--- config.mk ---
export PLATFORM = sky130hd
export DESIGN_NAME = ictc_top
export DESIGN_NICKNAME = d
export VERILOG_FILES = /design/src/rtl/ictc_pkg.sv /design/src/rtl/ictc_sync2.sv /design/src/rtl/ictc_timer.sv /design/src/rtl/ictc_top.sv
export VERILOG_INCLUDE_DIRS = /design/src /design/src/rtl
export SDC_FILE = /design/constraint.sdc
export NUM_CORES = 1
export LEC_CHECK = 0
export BUFFER_PORTS_ARGS = -buffer_cell sky130_fd_sc_hd__buf_2
export CAP_MARGIN = 10
export CORE_ASPECT_RATIO = 1.25
export CORE_MARGIN = 3
export CORE_UTILIZATION = 48
export DETAILED_ROUTE_END_ITERATION = 10
export GPL_TIMING_DRIVEN = 0
export PLACE_DENSITY_LB_ADDON = 0.15
export REMOVE_ABC_BUFFERS = 1
export SLEW_MARGIN = 20
export SYNTH_ARGS = -nofsm -noshare
export SYNTH_HDL_FRONTEND = slang
export SYNTH_HIERARCHICAL = 1
export SYNTH_SLANG_ARGS = --single-unit
--- constraint.sdc ---
create_clock -name clk -period 3.57 [get_ports clk]
set_input_delay 0.5355 -clock clk [delete_from_list [all_inputs] [get_ports clk]]
set_output_delay 0.5355 -clock clk [all_outputs]
set_load 0.02 [all_outputs]
--- src/rtl/ictc_defines.svh ---
// Constants for the input capture trigger control block.
`ifndef ICTC_DEFINES_SVH
`define ICTC_DEFINES_SVH
`define ICTC_ADDR_W          4
`define ICTC_ADDR_CTRL2      4'h0
`define ICTC_ADDR_TIMER_LO   4'h1
`define ICTC_ADDR_TIMER_HI   4'h2
`define ICTC_BIT_CASCADE     8
`define ICTC_BIT_TRIG_MODE   7
`define ICTC_BIT_TRIG_STAT   6
`define ICTC_SYNC_HI         4
`define ICTC_SYNC_LO         0
`define ICTC_SYNC_RESET      5'h0D
`define ICTC_SYNC_PTG        5'h0A
`define ICTC_SYNC_SELF       5'h00
`define ICTC_CTRL_WMASK      16'h01DF
`define ICTC_TIMER_ZERO      16'h0000
`define ICTC_DATA_ZERO       32'h00000000
`define ICTC_NUM_SRC         32
`endif

--- src/rtl/ictc_pkg.sv ---
// Types shared by the input capture trigger control block.
package ictc_pkg;
    typedef struct packed {
        logic       cascade_pair_select;
        logic       trigger_mode_select;
        logic [4:0] sync_source_select;
    } ictc_ctrl_s;
    typedef struct packed {
        logic        read;
        logic        write;
        logic [3:0]  address;
        logic [31:0] writedata;
        logic [3:0]  byteenable;
    } ictc_avm_req_s;
    typedef enum logic [1:0] {ICTC_IDLE, ICTC_ANSWER} ictc_bus_e;
endpackage

--- src/rtl/ictc_sync2.sv ---
// Two flip-flop synchroniser for one level from outside the clock domain.
module ictc_sync2 (
    input  wire logic clk,
    input  wire logic rst,
    input  wire logic ce,
    input  wire logic d,
    output logic      q
);
    logic meta_reg;

    // The first stage feeds only the second.
    always_ff @(posedge clk or posedge rst) begin
        if (rst) begin
            meta_reg <= 1'b0;
            q        <= 1'b0;
        end else if (ce) begin
            meta_reg <= d;
            q        <= meta_reg;
        end
    end
endmodule

--- src/rtl/ictc_timer.sv ---
// Sixteen-bit channel timer half with clear, hold and carry out.
module ictc_timer (
    input  wire logic        clk,
    input  wire logic        rst,
    input  wire logic        ce,
    input  wire logic        clear,
    input  wire logic        count_en,
    output logic [15:0]      value,
    output logic             carry
);
    // Carry is combinational so the upper half steps in the same cycle.
    assign carry = count_en && (value == 16'hFFFF);

    // Clear wins over counting; the timer holds when not enabled.
    always_ff @(posedge clk or posedge rst) begin
        if (rst) begin
            value <= 16'h0000;
        end else if (ce) begin
            if (clear) begin
                value <= 16'h0000;
            end else if (count_en) begin
                value <= value + 16'h0001;
            end
        end
    end
endmodule

--- src/rtl/ictc_top.sv ---
// Control register two of a capture channel with trigger, sync and cascade logic.
`include "ictc_defines.svh"

module ictc_top (
    input  wire logic                  clk,
    input  wire logic                  rst,
    input  wire logic                  ce,
    input  wire logic [3:0]            avs_address,
    input  wire logic                  avs_read,
    input  wire logic                  avs_write,
    input  wire logic [31:0]           avs_writedata,
    input  wire logic [3:0]            avs_byteenable,
    output logic [31:0]                avs_readdata,
    output logic                       avs_waitrequest,
    input  wire logic [31:0]           sync_sources,
    input  wire logic                  generator_trigger,
    input  wire logic                  pair_cascade_select,
    output logic [31:0]                channel_timer,
    output logic                       timer_trigger_status,
    output ictc_pkg::ictc_ctrl_s       ctrl_out
);
    import ictc_pkg::*;

    ictc_ctrl_s         ctrl_reg;
    logic               trig_stat_reg;
    ictc_bus_e          bus_state_reg;
    logic [31:0]        readdata_reg;
    logic [31:0]        src_sync;
    logic [31:0]        src_prev_reg;
    logic [31:0]        src_rise;
    logic               gen_sync;
    logic               sel_event;
    logic               accept;
    logic               wr_ctrl;
    logic               sw_set;
    logic               sw_clear;
    logic [15:0]        ctrl_view;
    logic [15:0]        lo_value;
    logic [15:0]        hi_value;
    logic               lo_carry;
    logic               cascade_on;
    logic               timer_clear;
    logic               lo_count;
    logic               hi_count;

    // Every external source crosses two flip-flops before use.
    genvar g;
    generate
        for (g = 0; g < `ICTC_NUM_SRC; g++) begin : g_src
            ictc_sync2 u_sync (
                .clk (clk),
                .rst (rst),
                .ce  (ce),
                .d   (sync_sources[g]),
                .q   (src_sync[g])
            );
        end
    endgenerate

    // The dedicated generator output has its own synchroniser.
    ictc_sync2 u_gen_sync (
        .clk (clk),
        .rst (rst),
        .ce  (ce),
        .d   (generator_trigger),
        .q   (gen_sync)
    );

    // Edge memory looks only at synchronised levels.
    always_ff @(posedge clk or posedge rst) begin
        if (rst) begin
            src_prev_reg <= `ICTC_DATA_ZERO;
        end else if (ce) begin
            src_prev_reg <= src_sync;
        end
    end

    // The generator input replaces one slot so each channel has exactly one.
    always_comb begin
        src_rise = src_sync & ~src_prev_reg;
        src_rise[`ICTC_SYNC_PTG] = gen_sync & ~src_prev_reg[`ICTC_SYNC_PTG];
    end

    // Code zero stands for the channel itself and never fires.
    assign sel_event = (ctrl_reg.sync_source_select != `ICTC_SYNC_SELF)
                       && src_rise[ctrl_reg.sync_source_select];

    // The bus answers in the cycle after the request is seen.
    assign accept          = (bus_state_reg == ICTC_ANSWER);
    assign avs_waitrequest = (avs_read || avs_write) && !accept;
    assign avs_readdata    = readdata_reg;

    // Waitrequest drops one cycle after the request; the state returns to idle.
    always_ff @(posedge clk or posedge rst) begin
        if (rst) begin
            bus_state_reg <= ICTC_IDLE;
        end else if (ce) begin
            case (bus_state_reg)
                ICTC_IDLE: begin
                    if (avs_read || avs_write) begin
                        bus_state_reg <= ICTC_ANSWER;
                    end
                end
                default: begin
                    bus_state_reg <= ICTC_IDLE;
                end
            endcase
        end
    end

    assign wr_ctrl = accept && avs_write && (avs_address == `ICTC_ADDR_CTRL2);

    // Control fields; a missing low byte lane keeps the low fields.
    always_ff @(posedge clk or posedge rst) begin
        if (rst) begin
            ctrl_reg.cascade_pair_select <= 1'b0;
            ctrl_reg.trigger_mode_select <= 1'b0;
            ctrl_reg.sync_source_select  <= `ICTC_SYNC_RESET;
        end else if (ce && wr_ctrl) begin
            if (avs_byteenable[1]) begin
                ctrl_reg.cascade_pair_select <= avs_writedata[`ICTC_BIT_CASCADE];
            end
            if (avs_byteenable[0]) begin
                ctrl_reg.trigger_mode_select <= avs_writedata[`ICTC_BIT_TRIG_MODE];
                ctrl_reg.sync_source_select  <=
                    avs_writedata[`ICTC_SYNC_HI:`ICTC_SYNC_LO];
            end
        end
    end

    assign sw_set   = wr_ctrl && avs_byteenable[0] && avs_writedata[`ICTC_BIT_TRIG_STAT];
    assign sw_clear = wr_ctrl && avs_byteenable[0] && !avs_writedata[`ICTC_BIT_TRIG_STAT];

    // Hardware set wins over a software clear in the same cycle.
    always_ff @(posedge clk or posedge rst) begin
        if (rst) begin
            trig_stat_reg <= 1'b0;
        end else if (ce) begin
            if (sel_event || sw_set) begin
                trig_stat_reg <= 1'b1;
            end else if (sw_clear) begin
                trig_stat_reg <= 1'b0;
            end
        end
    end

    assign timer_trigger_status = trig_stat_reg;

    // Unimplemented bits are tied to zero in the read view.
    always_comb begin
        ctrl_view = `ICTC_TIMER_ZERO;
        ctrl_view[`ICTC_BIT_CASCADE]             = ctrl_reg.cascade_pair_select;
        ctrl_view[`ICTC_BIT_TRIG_MODE]           = ctrl_reg.trigger_mode_select;
        ctrl_view[`ICTC_BIT_TRIG_STAT]           = trig_stat_reg;
        ctrl_view[`ICTC_SYNC_HI:`ICTC_SYNC_LO]   = ctrl_reg.sync_source_select;
    end

    // Read data is registered when the request is seen and stands at the answer edge.
    always_ff @(posedge clk or posedge rst) begin
        if (rst) begin
            readdata_reg <= `ICTC_DATA_ZERO;
        end else if (ce && !accept && avs_read) begin
            if (avs_address == `ICTC_ADDR_CTRL2) begin
                readdata_reg <= {16'h0000, ctrl_view};
            end else if (avs_address == `ICTC_ADDR_TIMER_LO) begin
                readdata_reg <= {16'h0000, lo_value};
            end else if (avs_address == `ICTC_ADDR_TIMER_HI) begin
                readdata_reg <= {16'h0000, hi_value};
            end else begin
                readdata_reg <= `ICTC_DATA_ZERO;
            end
        end
    end

    // Cascade needs this channel's bit and its partner's bit.
    assign cascade_on = ctrl_reg.cascade_pair_select && pair_cascade_select;

    // Trigger mode: held clear until status is set, cleared again on status clear.
    // Sync mode: free running, restarted from zero by each source event.
    always_comb begin
        if (ctrl_reg.trigger_mode_select) begin
            timer_clear = !trig_stat_reg;
            lo_count    = trig_stat_reg;
        end else begin
            timer_clear = sel_event;
            lo_count    = 1'b1;
        end
    end

    // Upper half steps on carry only when cascaded, otherwise stays zero.
    assign hi_count = cascade_on && lo_carry;

    ictc_timer u_lo (
        .clk      (clk),
        .rst      (rst),
        .ce       (ce),
        .clear    (timer_clear),
        .count_en (lo_count),
        .value    (lo_value),
        .carry    (lo_carry)
    );

    ictc_timer u_hi (
        .clk      (clk),
        .rst      (rst),
        .ce       (ce),
        .clear    (timer_clear || !cascade_on),
        .count_en (hi_count),
        .value    (hi_value),
        .carry    ()
    );

    assign channel_timer = {hi_value, lo_value};
    assign ctrl_out      = ctrl_reg;
endmodule

==> flow_results.org <==
** Power
- Summed over all cells, the static leakage comes to between 3 and 4 nW.
- Dividing total power by cell area gives a power density of between 500 and 600 mW/mm².
- Peak supply drop :: 0.339 mV
- After layout, the design draws a total of between 4 and 5 mW.

** Critical path
- Max Fanout on Critical Path :: 31
- Worst setup path class :: reg2reg
- Startpoint type of the worst setup path :: register
- Critical path arrival :: approximately 3.7 ns
- For the worst setup path, the data required time is ~4 ns.
- Critical path endpoint category :: register

** Timing
- Achievable Freq :: 0.298 GHz
- The hold violation count in the final report is 0.
- Layout Skew :: around 0.007 ns
- Slew margin rel. :: 48.0%
- Setup violations remaining at the end of the flow were counted as 0.
- Subtracting the final worst setup slack from the clock period gives around 3.4 ns.
- At the pin with the least slew margin, the transition time is ~0.78 ns.
- Part of the cycle the worst path needs :: between 90% and 100%
- Setup repair after global routing left no endpoint under its margin.
- Final-report max-slew violation count :: 0

** Synth
- Counting every instance in the synthesized netlist gives 625.
- The average instance in the mapped netlist occupies about 11 µm².
- Summing every instance area after synthesis gives 0.00703 mm².
- Yosys printed 6 warnings.

** Routing
- Detailed-route wire length per cell :: about 17 µm
- The routed design has ~16000 µm of wire.
- DRC Markers :: 0
- Using the TritonRoute via totals, the vias-per-cell ratio works out to roughly 5.6.
- Detailed-router iteration count before antenna repair :: 5
- Iteration-0 DRC Markers :: around 350
- The detailed router placed 5109 vias in this run.
- The count of nets left with antenna violations once routing finished came out at 0.

** Finish
- Of the cells placed in the final design, the portion with a size suffix greater than 1 is between 30% and 40%.
- Once layout is complete, the cells apart from fillers number roughly 920.
- Final antenna diode count :: 0
- Layout overhead on the synthesized area :: 17.4%
- In the final design database the tool counted 812 nets.
- Counting the fill cells in the layout gives around 1.2k.
- Finished Cell Area :: 0.00825 mm²

** Placed design
- Detailed placement finished with a half-perimeter wire length of ~11000 µm.
- Placer's final routability congestion estimate :: between 0.8 and 0.9
- Placed insts :: around 900
- The placed instances occupy a cell area of 0.00766 mm².
- In this run the tool buffered the top-level ports with ~110 buffer cells.

** Clocking
- Counting along the longest clock path gives a buffer depth of 2.
- Total clock buffers created by CTS :: 17
- TritonCTS built the clock tree.
- After clock tree synthesis, the clock-pin slew on the worst setup and hold paths is around 0.060 ns.
- Sinks on Clock Net :: 152
- The cell sitting at the root of the clock tree is a sky130_fd_sc_hd__clkbuf_16.
- # H-tree levels :: 4
- The clock reaches the later pin of the worst-skew pair after between 0.4 and 0.5 ns.
- Buffer count from post-CTS setup fixing :: 0

** Global route
- Total grt overflow :: 0
- Wire length of the first global-routing pass :: between 20000 and 30000 µm
- Global routing consumed, over all layers together, between 20% and 30% of the routing resources.
- Initial antenna violation count :: 1
- Entering global routing, the biggest net connects slightly below 90 pins.
- Vias in the first global route :: a little over 5k

** Floorplan
- The die covers between 0.015 and 0.02 mm².
- Ports placed on the boundary :: around 150
- After floorplanning, the core was sized to cover approximately 0.014 mm².
- The floorplan step set the die height to approximately 140 µm.
- Once the floorplan was initialized, standard cells occupied between 50 and 60% of the core.
- In this run the horizontal extent of the chip is around 110 µm.
- Row generation in the floorplan step produced 48 rows.

** Worst hold path
- Worst hold path class :: in2async

** Status
- The flow ran to the end, and the final reports show no timing, DRC or antenna violations.

** Job
- Max-capacitance violation count :: 0
==> metrics by stage <==
stage | utilization [%] | hold WS [ns] | TNS (ns) | worst slack, ns
3_3_place_gp | 54.2 | 0.457 | -12.70 | -0.484
5_1_grt | 58.7 | 0.332 | 0 | 0.0145
2_1_floorplan | - | 0.277 | 0 | 0.573
6_report | 58.7 | 0.319 | 0 | 0.211
3_5_place_dp | 54.5 | 0.474 | -0.135 | -0.0552
4_1_cts | 58.5 | 0.316 | 0 | 0.0995
==> routing by layer <==
metal | vias to the layer above | global-route usage, % | wire (µm)
met5 | - | 0 | 9
met4 | 2 | 7.57 | 306
met3 | 23 | 5.55 | 944
met2 | 170 | 33.5 | 8050
met1 | 2558 | 25.7 | 6720
li1 | 2356 | - | -
==> report_power, final <==
part,switching [mW],internal (mW)
logic,0.357,0.297
registers,0.197,1.93
clock network,0.673,1.03
==> repair_timing <==
item / in CTS / in global routing
hold buffers: 0 / 0
setup endpoints to repair: 7 / 11
gates resized for setup: 1 / 6
pin swaps: 0 / 0
==> cells in the final DEF (no fill, tap or decap), types with 4 or more instances in the layout <==
| cell | n |
|---|---|
| sky130_fd_sc_hd__nand2b_1 | 7 |
| sky130_fd_sc_hd__a22oi_1 | 8 |
| sky130_fd_sc_hd__nor4_1 | 7 |
| sky130_fd_sc_hd__clkbuf_8 | 4 |
| sky130_fd_sc_hd__clkbuf_16 | 17 |
| sky130_fd_sc_hd__nand2_1 | 49 |
| sky130_fd_sc_hd__dfrtp_1 | 148 |
| sky130_fd_sc_hd__mux2_2 | 97 |
| sky130_fd_sc_hd__nand3_1 | 10 |
| sky130_fd_sc_hd__nand3b_1 | 6 |
| sky130_fd_sc_hd__o21ai_1 | 4 |
| sky130_fd_sc_hd__buf_2 | 107 |
| sky130_fd_sc_hd__a311oi_1 | 4 |
| sky130_fd_sc_hd__nor3_1 | 10 |
| sky130_fd_sc_hd__o21ai_0 | 36 |
| sky130_fd_sc_hd__conb_1 | 16 |
| sky130_fd_sc_hd__inv_1 | 50 |
| sky130_fd_sc_hd__nand4_1 | 5 |
| sky130_fd_sc_hd__a21oi_1 | 18 |
| sky130_fd_sc_hd__xnor2_1 | 16 |
| sky130_fd_sc_hd__o311a_1 | 4 |
| sky130_fd_sc_hd__clkinv_2 | 4 |
| sky130_fd_sc_hd__mux2i_1 | 10 |
| sky130_fd_sc_hd__nor3b_1 | 5 |
| sky130_fd_sc_hd__nor2_1 | 43 |
| sky130_fd_sc_hd__or3_1 | 4 |
==> worst max-delay path, cell delays in order, from the launching register on <==
cell                        delay (ns)
sky130_fd_sc_hd__dfstp_4          0.82
sky130_fd_sc_hd__a32oi_1          0.20
sky130_fd_sc_hd__a211o_1          0.33
sky130_fd_sc_hd__o311a_1          0.14
sky130_fd_sc_hd__o31ai_1          0.27
sky130_fd_sc_hd__or2_1            0.29
sky130_fd_sc_hd__o2111ai_2        0.28
sky130_fd_sc_hd__or3_4            0.41
sky130_fd_sc_hd__or3_1            0.36
sky130_fd_sc_hd__a21oi_1          0.15
==> path summary, 6_finish.rpt <==
check / start / to / slack [ns] / depth (start not counted)
max in group asynchronous: rst / ctrl_out[1] / 2.42 / 2
setup / recovery: ctrl_out[0] / u_lo/value[13] / 0.21 / 9
min in group clk: sync_sources[18] / g_src[18].u_sync/meta_reg / 0.34 / 2
hold reg to reg: avs_readdata[15] / avs_readdata[15] / 0.48 / 2
hold / removal: rst / g_src[16].u_sync/q / 0.32 / 2
setup reg to reg: ctrl_out[0] / u_lo/value[13] / 0.21 / 9
==> layout make-up <==
type	instances	area, µm²	area share (%)
sequential	152	3810	46.2
multi-input combinational	400	2890	35.0
timing repair buffer	109	574	6.96
clock buffer	24	492	5.96
tap	175	219	2.65
inverter	51	194	2.35
clock inverter	8	72.6	0.879
(Power assumes the default switching activity.)
